<file path="config.mk">
export PLATFORM = sky130hd
export DESIGN_NAME = gdmd_top
export DESIGN_NICKNAME = d
export VERILOG_FILES = /design/src/gdmd_pkg.sv /design/src/gdmd_top.sv
export VERILOG_INCLUDE_DIRS = /design/src
export SDC_FILE = /design/constraint.sdc
export NUM_CORES = 1
export LEC_CHECK = 0
export BUFFER_PORTS_ARGS = -buffer_cell sky130_fd_sc_hd__buf_2
export CAP_MARGIN = 25
export CORE_ASPECT_RATIO = 1.1
export CORE_MARGIN = 5
export CORE_UTILIZATION = 35
export CTS_CLUSTER_DIAMETER = 100
export CTS_CLUSTER_SIZE = 40
export DETAILED_ROUTE_END_ITERATION = 6
export GPL_TIMING_DRIVEN = 0
export PLACE_DENSITY = 0.65
export SETUP_SLACK_MARGIN = 0.3
export SYNTH_ARGS = -nofsm -noshare
export SYNTH_HDL_FRONTEND = slang
export SYNTH_SLANG_ARGS = --single-unit
</file>
<file path="constraint.sdc">
create_clock -name clk -period 2 [get_ports clk]
set_input_delay 0.4 -clock clk [delete_from_list [all_inputs] [get_ports clk]]
set_output_delay 0.4 -clock clk [all_outputs]
set_load 0.005 [all_outputs]
</file>
<file path="src/gdmd_regs.svh">
`ifndef GDMD_REGS_SVH
`define GDMD_REGS_SVH

`define GDMD_CLK_PERIOD_NS  10
`define GDMD_READY_TIME_MS  1
`define GDMD_READY_CYCLES   ((`GDMD_READY_TIME_MS * 1000000) / `GDMD_CLK_PERIOD_NS)
`define GDMD_DEAD_TIME_NS   100
`define GDMD_DEAD_CYCLES \
  ((`GDMD_DEAD_TIME_NS + `GDMD_CLK_PERIOD_NS - 1) / `GDMD_CLK_PERIOD_NS)

`define GDMD_OFS_CTRL       5'h00
`define GDMD_OFS_STATUS     5'h04
`define GDMD_OFS_MASK       5'h08
`define GDMD_OFS_DEAD       5'h0C
`define GDMD_OFS_STATE      5'h10

`define GDMD_CTRL_SEL_LSB   0
`define GDMD_CTRL_EN_BIT    4
`define GDMD_STATE_GH_LSB   3
`define GDMD_STATE_GL_LSB   6
`define GDMD_STATE_VAR_BIT  9
`define GDMD_STATE_RDY_BIT  10

`define GDMD_SEL_RST        3'h0
`define GDMD_MASK_RST       10'h000
`define GDMD_KILL_MASK      9'h14F

`endif

</file>
<file path="src/gdmd_pkg.sv">
package gdmd_pkg;

  localparam int unsigned FAULT_EXT_W = 9;
  localparam int unsigned FAULT_W     = 10;

  typedef enum logic [2:0] {
    SCH_SIX      = 3'h0,
    SCH_THREE    = 3'h1,
    SCH_ONE      = 3'h2,
    SCH_HB_ALL   = 3'h3,
    SCH_HB_AB_FC = 3'h4,
    SCH_HB_BC_FA = 3'h5,
    SCH_HB_A_FBC = 3'h6,
    SCH_FET_ALL  = 3'h7
  } gdmd_scheme_t;

  // Status bit order
  typedef enum int unsigned {
    FLT_SUPPLY_LOW, FLT_PUMP_LOW, FLT_SHORT_SUPPLY, FLT_SHORT_GROUND,
    FLT_OPEN_LOAD, FLT_OVERCURRENT, FLT_GATE_SHORT, FLT_OVERTEMP_WARN,
    FLT_OVERTEMP_SHUT, FLT_MODE_BAD
  } gdmd_fault_t;

  typedef enum logic [1:0] {
    BUS_IDLE = 2'h1,
    BUS_ACK  = 2'h2
  } gdmd_bus_t;

endpackage

</file>
<file path="src/gdmd_top.sv">
// Chosen here: the Avalon-MM slave port and the address map.
`include "gdmd_regs.svh"

module gdmd_top #(
  parameter int unsigned READY_CYCLES = `GDMD_READY_CYCLES,
  parameter int unsigned DT_WIDTH     = 8
) (
  input  wire logic                                clk,
  input  wire logic                                rst_n,
  input  wire logic [4:0]                          avs_address,
  input  wire logic [3:0]                          avs_byteenable,
  input  wire logic                                avs_read,
  input  wire logic                                avs_write,
  input  wire logic [31:0]                         avs_writedata,
  output logic      [31:0]                         avs_readdata,
  output logic                                     avs_waitrequest,
  input  wire logic [2:0]                          high_side_ctrl_in,
  input  wire logic [2:0]                          low_side_ctrl_in,
  input  wire logic                                bus_variant_strap,
  input  wire logic [2:0]                          scheme_strap,
  input  wire logic [gdmd_pkg::FAULT_EXT_W-1:0]    fault_in,
  output logic      [2:0]                          high_gate_out,
  output logic      [2:0]                          low_gate_out,
  output logic                                     fault_indicator_n,
  output logic                                     irq
);
  import gdmd_pkg::*;

  localparam int unsigned RCW = $clog2(READY_CYCLES + 1);

  logic [2:0]             hs_m_q, hs_s_q, ls_m_q, ls_s_q;
  logic [FAULT_EXT_W-1:0] flt_m_q, flt_s_q;
  logic                   var_m_q, var_s_q;
  logic [2:0]             strap_m_q, strap_s_q;
  logic                   strap_done_q, bus_var_q;
  logic [2:0]             strap_sel_q;
  logic [RCW-1:0]         rdy_cnt_q;
  logic                   ready_q;
  gdmd_bus_t              bus_st_q;
  logic [31:0]            rd_d, rdata_q;
  logic                   wait_q;
  logic [2:0]             sel_q;
  logic                   drive_en_q;
  logic [FAULT_W-1:0]     status_q, mask_q, fault_set;
  logic [DT_WIDTH-1:0]    dead_q;
  logic                   irq_q, fault_n_q;
  gdmd_scheme_t           active_q, cand;
  logic                   all_low, mode_bad, kill, wr_hit;
  logic [31:0]            be32, wbits;
  logic [2:0]             want_h, want_l, indep;

  // Input resynchronisers
  // two-flop resample
  always_ff @(posedge clk) begin
    if (!rst_n) begin
      hs_m_q    <= 3'h0;
      hs_s_q    <= 3'h0;
      ls_m_q    <= 3'h0;
      ls_s_q    <= 3'h0;
      flt_m_q   <= '0;
      flt_s_q   <= '0;
      var_m_q   <= 1'b0;
      var_s_q   <= 1'b0;
      strap_m_q <= 3'h0;
      strap_s_q <= 3'h0;
    end else begin
      hs_m_q    <= high_side_ctrl_in;
      hs_s_q    <= hs_m_q;
      ls_m_q    <= low_side_ctrl_in;
      ls_s_q    <= ls_m_q;
      flt_m_q   <= fault_in;
      flt_s_q   <= flt_m_q;
      var_m_q   <= bus_variant_strap;
      var_s_q   <= var_m_q;
      strap_m_q <= scheme_strap;
      strap_s_q <= strap_m_q;
    end
  end

  always_ff @(posedge clk) begin
    if (!rst_n) begin
      rdy_cnt_q <= '0;
      ready_q   <= 1'b0;
    end else if (!ready_q) begin
      if (rdy_cnt_q == RCW'(READY_CYCLES - 1)) begin
        ready_q <= 1'b1;
      end else begin
        rdy_cnt_q <= rdy_cnt_q + RCW'(1);
      end
    end
  end

  // straps caught once at end of window
  always_ff @(posedge clk) begin
    if (!rst_n) begin
      strap_done_q <= 1'b0;
      bus_var_q    <= 1'b0;
      strap_sel_q  <= 3'h0;
    end else if (!strap_done_q && rdy_cnt_q == RCW'(READY_CYCLES - 1)) begin
      strap_done_q <= 1'b1;
      bus_var_q    <= var_s_q;
      strap_sel_q  <= strap_s_q;
    end
  end

  // Avalon slave: one wait state, read data registered
  assign wr_hit = (bus_st_q == BUS_ACK) && avs_write;
  assign be32   = {{8{avs_byteenable[3]}}, {8{avs_byteenable[2]}},
                   {8{avs_byteenable[1]}}, {8{avs_byteenable[0]}}};
  assign wbits  = avs_writedata & be32;

  always_ff @(posedge clk) begin
    if (!rst_n) begin
      bus_st_q <= BUS_IDLE;
      wait_q   <= 1'b1;
      rdata_q  <= 32'h0000_0000;
    end else begin
      unique case (bus_st_q)
        BUS_IDLE: begin
          if ((avs_read || avs_write) && ready_q) begin
            bus_st_q <= BUS_ACK;
            wait_q   <= 1'b0;
            rdata_q  <= avs_read ? rd_d : 32'h0000_0000;
          end
        end
        BUS_ACK: begin
          bus_st_q <= BUS_IDLE;
          wait_q   <= 1'b1;
        end
      endcase
    end
  end

  always_comb begin
    rd_d = 32'h0000_0000;
    case (avs_address)
      `GDMD_OFS_CTRL: begin
        rd_d[`GDMD_CTRL_SEL_LSB +: 3] = sel_q;
        rd_d[`GDMD_CTRL_EN_BIT]       = drive_en_q;
      end
      `GDMD_OFS_STATUS: rd_d[FAULT_W-1:0] = status_q;
      `GDMD_OFS_MASK:   rd_d[FAULT_W-1:0] = mask_q;
      `GDMD_OFS_DEAD:   rd_d[DT_WIDTH-1:0] = dead_q;
      `GDMD_OFS_STATE: begin
        rd_d[2:0]                       = active_q;
        rd_d[`GDMD_STATE_GH_LSB +: 3]   = high_gate_out;
        rd_d[`GDMD_STATE_GL_LSB +: 3]   = low_gate_out;
        rd_d[`GDMD_STATE_VAR_BIT]       = bus_var_q;
        rd_d[`GDMD_STATE_RDY_BIT]       = ready_q;
      end
      default: rd_d = 32'h0000_0000;
    endcase
  end

  // Control registers
  always_ff @(posedge clk) begin
    if (!rst_n) begin
      sel_q      <= `GDMD_SEL_RST;
      drive_en_q <= 1'b0;
      mask_q     <= `GDMD_MASK_RST;
      dead_q     <= DT_WIDTH'(`GDMD_DEAD_CYCLES);
    end else if (wr_hit) begin
      if (avs_address == `GDMD_OFS_CTRL && avs_byteenable[0]) begin
        // selector writable on bus variant only
        if (bus_var_q) begin
          sel_q <= avs_writedata[`GDMD_CTRL_SEL_LSB +: 3];
        end
        drive_en_q <= avs_writedata[`GDMD_CTRL_EN_BIT];
      end
      if (avs_address == `GDMD_OFS_MASK) begin
        mask_q <= (mask_q & ~be32[FAULT_W-1:0]) | wbits[FAULT_W-1:0];
      end
      if (avs_address == `GDMD_OFS_DEAD && avs_byteenable[0]) begin
        dead_q <= avs_writedata[DT_WIDTH-1:0];
      end
    end
  end

  assign mode_bad = strap_done_q && !bus_var_q && (strap_sel_q == SCH_HB_AB_FC);

  always_comb begin
    fault_set                = '0;
    fault_set[FAULT_EXT_W-1:0] = flt_s_q;
    fault_set[FLT_MODE_BAD]  = mode_bad;
  end

  // Status: write one to clear, a live fault wins
  always_ff @(posedge clk) begin
    if (!rst_n) begin
      status_q <= '0;
    end else begin
      status_q <= (status_q & ~((wr_hit && avs_address == `GDMD_OFS_STATUS) ?
                  wbits[FAULT_W-1:0] : {FAULT_W{1'b0}})) | fault_set;
    end
  end

  always_ff @(posedge clk) begin
    if (!rst_n) begin
      irq_q     <= 1'b0;
      fault_n_q <= 1'b1;
    end else begin
      irq_q     <= |(status_q & mask_q);
      // any fault pulls the pin low
      fault_n_q <= ~|status_q;
    end
  end

  assign avs_readdata      = rdata_q;
  assign avs_waitrequest   = wait_q;
  assign irq               = irq_q;
  assign fault_indicator_n = fault_n_q;

  // Scheme selection
  // eight codes from register, straps on other variant
  assign cand    = gdmd_scheme_t'(bus_var_q ? sel_q : strap_sel_q);
  assign all_low = ~|{hs_s_q, ls_s_q};

  // switch only while inputs resynchronised low
  // relies on host parking inputs low
  always_ff @(posedge clk) begin
    if (!rst_n) begin
      active_q <= SCH_SIX;
    end else if (all_low && strap_done_q && !mode_bad) begin
      active_q <= cand;
    end
  end

  function automatic logic [5:0] six_step(input logic [2:0] hall, input logic pwm,
                                          input logic dir, input logic brake_n);
    logic [2:0] h;
    logic [2:0] gh;
    logic [2:0] gl;
    // Stop and align codes read the same in both directions
    h  = (dir && hall != 3'b000 && hall != 3'b111) ? ~hall : hall;
    gh = 3'h0;
    gl = 3'h0;
    case (h)
      3'b111: begin gh = {2'b00, pwm};  gl = {2'b11, ~pwm}; end
      3'b110: begin gh = {1'b0, pwm, 1'b0}; gl = {1'b1, ~pwm, 1'b0}; end
      3'b100: begin gh = {2'b00, pwm};  gl = {2'b10, ~pwm}; end
      3'b101: begin gh = {2'b00, pwm};  gl = {2'b01, ~pwm}; end
      3'b001: begin gh = {pwm, 2'b00};  gl = {~pwm, 2'b10}; end
      3'b011: begin gh = {pwm, 2'b00};  gl = {~pwm, 2'b01}; end
      3'b010: begin gh = {1'b0, pwm, 1'b0}; gl = {1'b0, ~pwm, 1'b1}; end
      default: begin gh = 3'h0; gl = 3'h0; end
    endcase
    if (!brake_n) begin
      gh = 3'h0;
      gl = 3'h7;
    end
    return {gh, gl};
  endfunction

  // Input decode per scheme
  always_comb begin
    want_h = 3'h0;
    want_l = 3'h0;
    indep  = 3'h0;
    unique case (active_q)
      SCH_SIX: begin
        want_h = hs_s_q & ~ls_s_q;
        want_l = ls_s_q & ~hs_s_q;
      end
      SCH_THREE: begin
        want_h = ls_s_q & hs_s_q;
        want_l = ls_s_q & ~hs_s_q;
      end
      SCH_ONE: begin
        {want_h, want_l} = six_step({ls_s_q[0], hs_s_q[1], ls_s_q[1]}, hs_s_q[0],
                                    hs_s_q[2], ls_s_q[2]);
      end
      SCH_HB_ALL, SCH_HB_AB_FC, SCH_HB_BC_FA, SCH_HB_A_FBC, SCH_FET_ALL: begin
        unique case (active_q)
          SCH_HB_AB_FC: indep = 3'b100;
          SCH_HB_BC_FA: indep = 3'b001;
          SCH_HB_A_FBC: indep = 3'b110;
          SCH_FET_ALL:  indep = 3'b111;
          default:      indep = 3'b000;
        endcase
        want_h = (indep & hs_s_q) | (~indep & ls_s_q & hs_s_q);
        want_l = (indep & ls_s_q) | (~indep & ls_s_q & ~hs_s_q);
      end
    endcase
  end

  // gate-short, supply, pump, short to supply or ground, shutdown force gates off
  assign kill = !drive_en_q || !ready_q || mode_bad ||
                |(flt_s_q & FAULT_EXT_W'(`GDMD_KILL_MASK));

  for (genvar p = 0; p < 3; p++) begin : g_ph
    logic                gh_q, gl_q;
    logic [DT_WIDTH-1:0] cnt_q;

    always_ff @(posedge clk) begin
      if (!rst_n) begin
        gh_q  <= 1'b0;
        gl_q  <= 1'b0;
        cnt_q <= '0;
      end else if (kill) begin
        gh_q  <= 1'b0;
        gl_q  <= 1'b0;
        cnt_q <= dead_q;
      end else if (indep[p]) begin
        gh_q  <= want_h[p];
        gl_q  <= want_l[p];
        cnt_q <= '0;
      end else if (gh_q && !want_h[p]) begin
        gh_q  <= 1'b0;
        cnt_q <= dead_q;
      end else if (gl_q && !want_l[p]) begin
        gl_q  <= 1'b0;
        cnt_q <= dead_q;
      end else if (cnt_q != '0) begin
        cnt_q <= cnt_q - DT_WIDTH'(1);
      end else if (want_h[p] && !gl_q) begin
        gh_q <= 1'b1;
      end else if (want_l[p] && !gh_q) begin
        gl_q <= 1'b1;
      end
    end

    assign high_gate_out[p] = gh_q;
    assign low_gate_out[p]  = gl_q;

  end
endmodule

</file>
==> results, run 1 <==
- The flow ran to the end, but the final reports show violations.
- The final reports fail on setup timing.
- The total internal power is roughly 4.9 mW.
- The type of the most critical hold path is in -> reg.
- The number of cells on the worst reg-to-reg path is 7.
- The critical path starts at active_q[2].
- Of the total power, combinational logic draws 0.065.
- Yosys attributes the largest share of cell area to sky130_fd_sc_hd__dfxtp_1, sky130_fd_sc_hd__nor2_1, sky130_fd_sc_hd__and2_1.
- The cell count after synthesis is roughly 750.
- The proportion of layout cells with a drive suffix above 1 is 0.356.
- The diode insertion count for antenna repair is 0.
- The total number of H-tree levels is 4.
- The analysis attributes to net switching a power of approximately 1.5 mW.
- The most instantiated library cell after synthesis is sky130_fd_sc_hd__dfxtp_1.
- Of the total power, the share spent switching nets is 0.235.
- The internal reg-to-reg setup slack is -100 ps.
- The vertical die dimension is roughly 150 um.
- Hold repair after CTS inserted 0 buffers.
- The half-perimeter wire length after placement is roughly 13000 um.
- Of the total power, registers draw 0.453.
- The main combinational cell family by area after synthesis is simple AND/OR/NAND/NOR gates.
- The horizontal die dimension is about 140 um.
- The die area is between 20000 and 25000 um2.
- In this run, the number of DRC markers left after iteration 0 of detailed routing was around 400.
- During placement, the flow inserted port buffers numbering slightly below 60.
- The count of antenna-violating nets left after detailed routing is 0.
- Summing all non-filler instances in the final layout gives an area of about 9200 um2.
- Across the VDD grid, the largest voltage drop is between 0.6 and 0.7 mV.
- The summed instance area of the synthesized netlist is around 6500 um2.
- The cell with the largest stage delay on the worst path is sky130_fd_sc_hd__or4_4.
- At the pin with the least slew margin, the transition time is around 710 ps.
- Entering global routing, the biggest net connects 17 pins.
- The clock slew seen by the registers of the worst setup and hold paths is 60 ps.
- In this run, synthesis produced a sequential element count of between 100 and 150.
- The max-slew violation total from the final report is 0.
- Dividing the synthesized area by the synthesized cell count gives ~8.7 um2.
- The most area-hungry cell type in the Yosys netlist is sky130_fd_sc_hd__dfxtp_1.
- The setup slack after layout is -105 ps.
- The complex-gate fraction of the synthesized area is 0.162.
- At the placement stage, the worst setup path has a slack of -452 ps.
- Of the synthesized area, sequential elements account for 0.432.
- Of the total synthesized cell area, the portion taken by AND, OR, NAND and NOR gates is 0.245.
- The total overflow reported by the global router is 0.
- The area of the core is ~18000 um2.
- The number of nets in the layout is ~960.
- TritonCTS built the clock tree.
- The hold violation count in the final report was 0.
- The worst pin sits at a relative slew slack of 0.527.
- The count of yosys warnings during synthesis is 0.
- The number of buffers added by the clock tree synthesis step is 17.
- The final RePlAce weighted congestion is 0.913.
- Setup repair after global routing could not meet its margin everywhere.
- The initial antenna violation count is 0.
- Of all flip-flops after synthesis, the portion carrying an async set or reset was 0.
- The count of boundary I/O pins is around 110.
- After detailed routing, the number of remaining DRC violations is 0.
- In the final routed layout, each cell accounts on average for ~17 um.
- The placed instances occupy a cell area of roughly 7400 um2.
- Measured against the total synthesized area, the mux share comes to 0.0414.
- The most used flip-flop cell after synthesis is sky130_fd_sc_hd__dfxtp_1.
- The highest net fanout along the worst path is 10.
- The number of optimization iterations in the first detailed-route pass is 5.
- The clock arrives with approximately 18 ps of skew.
- Of the total power, the clock network draws 0.482.
- After layout, the design draws a total of about 6.4 mW.
- Summed over all layers, the routed wires come to between 15000 and 20000 um.
- The arrival time at the worst endpoint is roughly 2400 ps.
- Across all hold checks on the routed design, the worst slack comes to about 180 ps.
- The number of vias after detailed routing is 5977.
- The leakage power is 3.59 nW.
- The total power density per cell area is roughly 700 nW/um2.
- The standard-cell row count is 52.
- Walking the worst path, the cells encountered are clkbuf_4, o21ai_0, a31oi_4, a41oi_4, o2bb2ai_4, or4_4, o221a_1.
- Timing would allow up to about 480 MHz.
- The area growth from synthesis to layout is 40.5%.
- The launching element type of the critical path is a flop.
- Dividing the final minimum period by the clock period gives 1.05.
- Of the total synthesized cell area, the portion taken by full adders, half adders and majority gates is 0.00766.
- Across every metal layer, demand over resource in global routing totals 0.172.
- The clock net in this run drives a total of between 100 and 150 sinks.
- The number of enable-type register cells in the synthesized netlist is 0.
- The type of the worst setup path is reg -> reg.
- The number of unique standard cell types used by synthesis is between 60 and 70.
- The portion of synthesized cell area occupied by the leading cell type is 0.432.
- The total negative setup slack is -556 ps.
- Along the worst hold path, the cell count comes to 2.
- The type of element capturing the critical path is a flop.
- The xor/xnor cell area share of the yosys netlist is 0.0442.
- The startpoint of the worst hold path is fault_in[7].
- The time the final worst path needs with I/O delays and setup is approximately 2100 ps.
- In this run the critical register-to-register path is captured at g_ph[0].cnt_q[1].
- In the routed layout, each cell is associated on average with a via count of just over 5.
- The number of global-route vias before repair was slightly below 6000.
- The first-pass GRT wire length is 30000 um.
- Following the worst setup path forward leads to its endpoint at g_ph[0].cnt_q[1].
- The maximum count of clock buffers along a single path is 2.
- STA puts the critical path data required time at roughly 2300 ps.
- After synthesis, the most frequently instantiated cells are sky130_fd_sc_hd__dfxtp_1, sky130_fd_sc_hd__nor2_1, sky130_fd_sc_hd__nand2_1, sky130_fd_sc_hd__and2_1, sky130_fd_sc_hd__a21oi_1.
- Max-cap violations in this run came to 0.
- The clock insertion delay at the later pin of the skew report is 430 ps.
- The worst register-to-register path begins at active_q[2].
- The initial core utilization is 0.355.
- Clock tree synthesis selected as its root buffer the cell sky130_fd_sc_hd__clkbuf_16.
- The setup-violating endpoint count in the final report is 18.
- The peak per-stage delay on the critical path is 430 ps.
power by group through the flow:
stage	Clock, mW	Combinational (mW)	Sequential (mW)
floorplan	0	0.235	2.97
global placement	0	0.349	2.98
detailed placement	0	0.350	2.98
CTS	3.15	0.385	2.92
global route	3.29	0.465	2.93
finish	3.11	0.421	2.92
layout by cell type (no fill, tap or decap), types with 5 or more instances in the layout:
cell type and count:
sky130_fd_sc_hd__xor2_1 18, sky130_fd_sc_hd__a222oi_1 10, sky130_fd_sc_hd__nor4b_4 5, sky130_fd_sc_hd__nor3_2 6, sky130_fd_sc_hd__conb_1 21, sky130_fd_sc_hd__nand2_1 46
sky130_fd_sc_hd__buf_4 65, sky130_fd_sc_hd__a31oi_1 8, sky130_fd_sc_hd__nor3_4 7, sky130_fd_sc_hd__nor3_1 8, sky130_fd_sc_hd__nand2_2 8, sky130_fd_sc_hd__clkbuf_16 17
sky130_fd_sc_hd__dfxtp_1 120, sky130_fd_sc_hd__nand2b_1 5, sky130_fd_sc_hd__buf_6 14, sky130_fd_sc_hd__inv_2 5, sky130_fd_sc_hd__nand3b_1 11, sky130_fd_sc_hd__o21ai_0 10
sky130_fd_sc_hd__and2_1 43, sky130_fd_sc_hd__clkbuf_8 8, sky130_fd_sc_hd__inv_1 14, sky130_fd_sc_hd__nor2_1 80, sky130_fd_sc_hd__dfxtp_4 6, sky130_fd_sc_hd__a32oi_1 5
sky130_fd_sc_hd__mux2i_1 27, sky130_fd_sc_hd__nand3_2 6, sky130_fd_sc_hd__dfxtp_2 15, sky130_fd_sc_hd__a21oi_1 38, sky130_fd_sc_hd__xnor2_1 12, sky130_fd_sc_hd__a22oi_1 7
sky130_fd_sc_hd__and4_1 6, sky130_fd_sc_hd__buf_2 61, sky130_fd_sc_hd__clkbuf_1 14, sky130_fd_sc_hd__nand3_1 21, sky130_fd_sc_hd__o21ai_1 6
kinds of logic after synthesis:
logic type | count (synthesis)
multiplexers | 27
buffers and inverters | 87
flip-flops | 141
adder cells (fa/ha/maj) | 4
XOR/XNOR | 33
other | 1
AO/OA/AOI/OAI | 149
AND/OR/NAND/NOR | 310
metal layers:
layer,share of wire,global-route usage
met1,0.41,0.213
met2,0.50,0.291
met3,0.058,0.0363
met4,0.030,0.0701
met5,0,0
worst min-delay path by stage:
| stage | endpoint |
|---|---|
| after global placement | ls_s_q[0] |
| after global routing | strap_m_q[2] |
| after CTS | flt_m_q[7] |
| final | flt_m_q[7] |
| after floorplan | flt_s_q[0] |
| after detailed placement | flt_s_q[7] |
state kept, by name (all words and copies together) (netlist names), 8 cells and up, named ones only:
signal and cells:
avs_readdata 11, status_q 10, g_ph.cnt_q 24, flt_s_q 9, rdy_cnt_q 17, dead_q 8
flt_m_q 9
layout make-up:
cell class / count / area, um2
fill: 1687 / 9230
multi-input combinational: 544 / 4120
sequential: 141 / 2860
timing repair buffer: 105 / 687
buffer: 68 / 554
clock buffer: 19 / 443
tap: 243 / 304
clock inverter: 12 / 138
inverter: 19 / 71.3
what timing repair did:
| item | CTS | global route |
|---|---|---|
| endpoints found under the setup margin | 52 | 63 |
| gates cloned | 0 | 1 |
| resized for setup | 106 | 112 |
| buffers inserted | 27 | 18 |
| pin swaps | 29 | 46 |
stage by stage:
stage | instances | utilization
4_1_cts | 1132 | 0.467
2_1_floorplan | 772 | -
3_5_place_dp | 1074 | 0.402
5_1_grt | 1151 | 0.499
3_3_place_gp | 1074 | 0.402
6_report | 1151 | 0.499
critical path, delay by kind of cell, from the launching register on:
kind | cells | cell delay (ps)
AND/OR/NAND/NOR | 1 | 430
flip-flops | 1 | 380
AO/OA/AOI/OAI | 5 | 930
buffers and inverters | 1 | 250
(Power assumes the default switching activity.)
==> run 2, diff against run 1 <==
SKIP_LAST_GASP = 1   (was unset)
==> run 2 against run 1 <==
The run still ends with setup timing left. Routed wire length fell by 1.4%. Sequential cell count did not move. First-iteration DRC count rose by 3.0%. Sequential share of layout area barely moved. Clock skew fell by 6.4 ps. Clock power barely moved. Count of clock-buffer cells in the layout did not move. Sequential power barely moved. Final area fell by 0.30%. Power barely moved. Largest power group unchanged. Highest routed layer unchanged.
==> results, run 2 (synthesized netlist as in run 1, its figures left out) <==
- The run finished, with violations left.
- The final reports fail on setup timing.
- For this block, the routed nets add up to 18800 um of wire.
- The HPWL after detailed placement is between 10000 and 15000 um.
- The clock slew seen by the registers of the worst setup and hold paths is 60 ps.
- The register bank with the most flops is g_ph.cnt_q.
- TritonCTS built the clock tree.
- In this run the count of I/O pins placed on the die edge is approximately 110.
- Subtracting the final worst setup slack from the clock period gives 2100 ps.
- The final cell utilization of the core is 0.497.
- The highest net fanout along the worst path is 10.
- The largest net degree at the start of global routing is 17.
- By startpoint and endpoint, the worst setup path is classified as reg -> reg.
- The total overflow reported by the global router is 0.
- Setup violations remaining at the end of the flow were counted as 13.
- The clock insertion delay at the later pin of the skew report is between 400 and 500 ps.
- In this run, placement finished with an instance count of approximately 1100.
- The total clock sinks is roughly 140.
- The number of DRC violations after detailed-routing iteration 0 is approximately 420.
- The total power density per cell area is 703 nW/um2.
- The number of global-route vias before repair is 5788.
- The hold violation count in the final report is 0.
- The number of optimization iterations in the first detailed-route pass is 5.
- The peak per-stage delay on the critical path is 420 ps.
- For this run, the number of standard cells in the final layout without fillers is 1151.
- The share of the cycle needed by the critical path after routing is 1.05.
- Leaving out fill and tap cells, the most frequent cell in the layout is sky130_fd_sc_hd__dfxtp_1.
- The library cells used most frequently in the layout, excluding fill and tap cells, are sky130_fd_sc_hd__dfxtp_1, sky130_fd_sc_hd__nor2_1, sky130_fd_sc_hd__buf_4, sky130_fd_sc_hd__buf_2, sky130_fd_sc_hd__nand2_1.
- The remaining design rule violation count is 0.
- In this design, the largest share of critical-path delay is due to compound AO/OA/AOI/OAI gates.
- The number of buffers added by the clock tree synthesis step is 17.
- In the global route stage, overall resource usage came out at 0.171.
- The total number of H-tree levels is 4.
- The type of element capturing the critical path is a flop.
- The number of vias after detailed routing is a little under 6000.
- The count of input and output buffers is just under 60.
- The final RePlAce weighted congestion is about 0.91.
- The worst register-to-register path has a setup slack of -100 ps.
- The number of cells on the worst hold path is 2.
- The pre-CTS worst setup slack is -452 ps.
- The max-slew violation total from the final report is 0.
- The diode insertion count for antenna repair is 0.
- The number of violations of the max-capacitance limit is 0.
- The area added between synthesis and finish is 40.1%.
- Counting buffers and inverters, the worst setup path is 7 cells deep.
- The proportion of layout cells with a drive suffix above 1 is 0.350.
- Measured against its own limit, the worst slew margin works out to 0.530.
- The type of the most critical hold path is in -> reg.
- At the pin with the least slew margin, the transition time is approximately 700 ps.
- Overall power consumption after layout is estimated at between 6 and 7 mW.
- The cell depth of the worst flop-to-flop path is 7.
- Data on the critical path arrives at its endpoint at 2410 ps.
- The first-pass GRT wire length is roughly 30000 um.
- The number of nets in the layout is 964.
- Setup repair after global routing could not meet its margin everywhere.
- The root cell of the clock tree is sky130_fd_sc_hd__clkbuf_16.
- The slowest stage of the critical path is the sky130_fd_sc_hd__or4_4 cell.
- The worst ir drop on vdd is approximately 0.67 mV.
- The worst clock skew is approximately 12 ps.
- The leakage power is roughly 3.6 nW.
- In this run the vertical extent of the chip is about 150 um.
- The floorplan has 52 rows.
- Once detail routing completed, the nets flagged for antenna violations numbered 0.
- For this configuration, the core starts out at a cell density of 0.355.
- The smallest hold slack is 189 ps.
- Walking the worst path, the cells encountered are clkbuf_4, o21ai_0, a31oi_4, a41oi_4, o2bb2ai_4, or4_4, o221a_1.
- The die area is roughly 22000 um2.
- The data required time at the worst endpoint is 2300 ps.
- The launching element type of the critical path is a flop.
- The maximum count of clock buffers along a single path is 2.
- Dividing the detail-routed wire length by the instance count gives 16.3 um.
- The post-detailed-route via-to-cell ratio is ~5.2.
- Setup slack on the critical path of the routed design comes to -101 ps.
- Together, buffers and inverters on the worst path number 1.
- The highest achievable clock rate is ~480 MHz.
- The initial antenna violation count is 0.
- The register with the most flip-flops in the layout has 24 of them.
- In this run the horizontal extent of the chip is approximately 140 um.
- The area of the core is between 15000 and 20000 um2.
==> run 2: timing repair <==
action                                  CTS  global route
gates resized for setup                 100           102
endpoints found under the setup margin   52            63
cloned                                    0             1
hold buffers                              0             0
hold endpoints to repair                  0             0
buffers inserted                         27            18
pin swaps                                28            46
==> run 2: path summary, 6_finish.rpt <==
path,endpoint,startpoint
min,flt_m_q[7],fault_in[7]
max,g_ph[0].cnt_q[1],active_q[2]
min reg2reg,flt_s_q[3],flt_m_q[3]
max reg2reg,g_ph[0].cnt_q[1],active_q[2]
==> run 2: cell type report <==
cell class | instances | area (um2)
fill | 1687 | 9260
multi-input combinational | 544 | 4120
timing repair buffer | 105 | 683
tap | 243 | 304
inverter | 19 | 71.3
clock buffer | 19 | 443
clock inverter | 12 | 138
sequential | 141 | 2860
buffer | 68 | 544
==> run 2: where the power goes <==
| group | internal, mW | total (mW) | switching, mW |
|---|---|---|---|
| clock network | 1.87 | 3.10 | 1.23 |
| registers | 2.87 | 2.92 | 0.0485 |
| logic | 0.192 | 0.418 | 0.226 |
| total | 4.93 | 6.44 | 1.51 |
==> run 2: worst reg2reg max path, stage by stage, from the launching register on <==
cell	delay, ps
sky130_fd_sc_hd__dfxtp_2	390
sky130_fd_sc_hd__clkbuf_4	250
sky130_fd_sc_hd__o21ai_0	190
sky130_fd_sc_hd__a31oi_4	250
sky130_fd_sc_hd__a41oi_4	70
sky130_fd_sc_hd__o2bb2ai_4	170
sky130_fd_sc_hd__or4_4	430
sky130_fd_sc_hd__o221a_1	250
==> run 2: stage by stage <==
step           setup TNS (ps)  area [um2]
6_report                 -453        9160
5_1_grt                 -1890        9160
4_1_cts                  -119        8570
3_5_place_dp           -10390        7390
3_3_place_gp           -10090        7390
2_1_floorplan            -160        6800
==> run 2: layer usage <==
metal,part of all wire,global-route usage,vias to the layer above
met1,0.42,0.213,2804
met4,0.025,0.0665,0
met2,0.50,0.289,193
met5,0,0,-
met3,0.054,0.0344,30
li1,-,-,2926
==> run 3, diff against run 2 <==
CORE_UTILIZATION = 51   (was 35)
PLACE_DENSITY = 0.85   (was 0.65)
==> run 3 against run 2 <==
The run ends with DRC, setup timing left. Non-clock buffer count grew 11. Power rose by 3.9%. Final area grew 1.1%.
==> results, run 3 (synthesized netlist as in run 1, its figures left out) <==
- In this run the critical register-to-register path is launched from active_q[0].
- The final RePlAce weighted congestion is 0.943.
- STA classifies the critical path startpoint as a flop.
- The count of input and output buffers is 59.
- The worst pin sits at a relative slew slack of 0.493.
- In this run the worst path has a maximum fanout of 6.
- The initial core utilization is 0.519.
- Buffers inserted to repair hold after CTS numbered 0.
- The routed design uses around 11000 um of met2 wire.
- The worst setup path startpoint is active_q[0].
- Summing all multi-input logic gate instances after layout gives 4160 um2.
- For this design, the sink count on the clock tree is ~140.
- In the global route stage, overall resource usage came out at 0.268.
- The tool flagged a number of max-cap violations equal to 0.
- The standard-cell row count is 43.
- The detailed router finished its first iteration with just over 700 violations.
- Setup repair after global routing could not meet its margin everywhere.
- The largest net degree at the start of global routing is 17.
- The switching share of power is 0.226.
- The type of element capturing the critical path is a flop.
- The setup slack after layout is -137 ps.
- The routed length per instance is 20.7 um.
- The top cell types in the final layout, fill and taps aside, are sky130_fd_sc_hd__dfxtp_1, sky130_fd_sc_hd__nor2_1, sky130_fd_sc_hd__buf_4, sky130_fd_sc_hd__buf_2, sky130_fd_sc_hd__nand2_1.
- After routing the design area is between 9000 and 10000 um2.
- The instance area at placement is 7290 um2.
- The hold violation count in the final report was 0.
- The highest achievable clock rate is 468 MHz.
- Internal power comes to just over 5 mW.
- The first detailed-routing pass took 7 iterations.
- For the final database, setup skew stands at between 9 and 10 ps.
- The vertical die dimension is between 100 and 150 um.
- Of the total power, combinational logic draws 0.066.
- The TritonCTS clock tree is yes.
- Setup violations remaining at the end of the flow were counted as 20.
- In the finished design, the share of the clock period the worst path needs comes to 1.07.
- The max-slew violation total from the final report was 0.
- During I/O placement, the number of pins put on the boundary was between 100 and 150.
- The flow ran to the end, but the final reports show violations.
- The number of fill cells in the layout is ~800.
- The register with the most flip-flops in the layout has 24 of them.
- The arrival time at the worst endpoint is ~2500 ps.
- The endpoint identified for the worst register-to-register timing path is g_ph[0].cnt_q[0].
- Detailed placement finished with a half-perimeter wire length of ~12000 um.
- The clock insertion delay at the later pin of the skew report is roughly 440 ps.
- The smallest hold slack is around 170 ps.
- The total placed cells including tap cells is ~990.
- The total overflow reported by the global router is 0.
- Data on the critical path is required at its endpoint by between 2000 and 2500 ps.
- The die covers 15200 um2.
- The diode insertion count for antenna repair is 0.
- The pin slew with the least headroom to its limit is ~760 ps.
- The sequential cell area in the final layout is slightly below 3000 um2.
- The number of vias after detailed routing is 6594.
- The length of routed wiring on met1 is between 7000 and 8000 um.
- The initial antenna violation count came to 0.
- Summed over all nets, the switching power comes to 1.51 mW.
- In the routed layout, each cell is associated on average with a via count of 6.12.
- At the end of the flow, the number of nets in the layout was a little under 1000.
- The worst ir drop on vdd is just under 0.8 mV.
- The internal reg-to-reg setup slack is -140 ps.
- Measured in cells, the most critical reg-to-reg path has a length of 6.
- The area growth from synthesis to layout is 41.7%.
- The number of cells in the finished layout apart from fillers is between 1000 and 1500.
- The final reports fail on DRC, setup timing.
- The total number of H-tree levels is 4.
- After clock tree synthesis, the clock-pin slew on the worst setup and hold paths is 60 ps.
- For this block, the routed nets add up to between 20000 and 25000 um of wire.
- The total power density per cell area is 723 nW/um2.
- The register bank with the most flops is g_ph.cnt_q.
- Following the worst setup path forward leads to its endpoint at g_ph[0].cnt_q[0].
- The highest metal layer carrying signal wires in the routed design is met4.
- The proportion of layout cells with a drive suffix above 1 is 0.374.
- Once layout is complete, the utilization of the core stands at 0.736.
- Leaving out fill and tap cells, the most frequent cell in the layout is sky130_fd_sc_hd__dfxtp_1.
- The root cell of the clock tree is sky130_fd_sc_hd__clkbuf_16.
- In this run the static leakage power is between 3 and 4 nW.
- The routed design uses between 1500 and 2000 um of met3 wire.
- The maximum count of clock buffers along a single path is 2.
- The area of the core is roughly 13000 um2.
- The number of global-route vias before repair is between 6000 and 7000.
- The share of total power in the clock network is 0.497.
- The number of buffers added by the clock tree synthesis step is 17.
- The first-pass GRT wire length is between 30000 and 40000 um.
- In this run the remaining antenna-violating nets after routing total 0.
- The type of the most critical hold path is in -> reg.
- The horizontal die dimension is between 100 and 150 um.
- The time the final worst path needs with I/O delays and setup is around 2100 ps.
- The setup path with the least slack is of type reg -> reg.
- In the routed design, unresolved DRC markers number 8.
- The share of total power in sequential cells is 0.437.
==> run 3: final cells by class <==
cell class / count / area share
clock inverter: 11 / 0.0178
buffer: 68 / 0.0601
sequential: 141 / 0.311
tap: 157 / 0.0212
multi-input combinational: 544 / 0.450
timing repair buffer: 116 / 0.0838
clock buffer: 21 / 0.0486
inverter: 19 / 0.00770
==> run 3: critical path: stages, from the launching register on <==
cell,delay (ps)
sky130_fd_sc_hd__dfxtp_4,360
sky130_fd_sc_hd__or4_4,520
sky130_fd_sc_hd__a31oi_4,180
sky130_fd_sc_hd__a41oi_2,80
sky130_fd_sc_hd__o2bb2ai_4,170
sky130_fd_sc_hd__or4_4,440
sky130_fd_sc_hd__o221a_1,260
==> run 3: metrics by stage <==
| step | worst slack (ps) | power [mW] | setup TNS, ps |
|---|---|---|---|
| floorplan | -80.1 | 3.20 | -160 |
| global placement | -468 | 3.32 | -8870 |
| detailed placement | -529 | 3.33 | -9750 |
| CTS | -85.7 | 6.62 | -193 |
| global route | -182 | 6.88 | -1950 |
| finish | -137 | 6.69 | -858 |
==> run 3: worst min path at each step <==
stage | from | endpoint | slack (ps) | cells after the start
3_5_place_dp | flt_m_q[1] | flt_s_q[1] | 420 | 1
3_3_place_gp | var_m_q | var_s_q | 420 | 1
2_1_floorplan | flt_m_q[0] | flt_s_q[0] | 410 | 1
4_1_cts | fault_in[5] | flt_m_q[5] | 170 | 2
5_1_grt | fault_in[5] | flt_m_q[5] | 160 | 2
6_report | fault_in[5] | flt_m_q[5] | 170 | 2
==> run 3: power by group through the flow <==
stage          logic [mW]  clock network [mW]  registers [mW]
2_1_floorplan       0.235                   0            2.97
3_3_place_gp        0.340                   0            2.98
3_5_place_dp        0.344                   0            2.98
4_1_cts             0.397                3.30            2.92
5_1_grt             0.478                3.47            2.93
6_report            0.441                3.33            2.92
==> run 3: timing repair <==
item                       in CTS  in global routing
gates cloned                    2                  0
setup buffers                  32                 23
gates resized for setup       140                108
pin swaps                      44                 55
setup endpoints to repair      50                 68
==> run 3: routing by layer <==
| metal | vias up | track usage |
|---|---|---|
| met4 | 0 | 0.138 |
| met2 | 411 | 0.463 |
| met3 | 116 | 0.0677 |
| li1 | 2950 | - |
| met1 | 3117 | 0.309 |
| met5 | - | 0 |
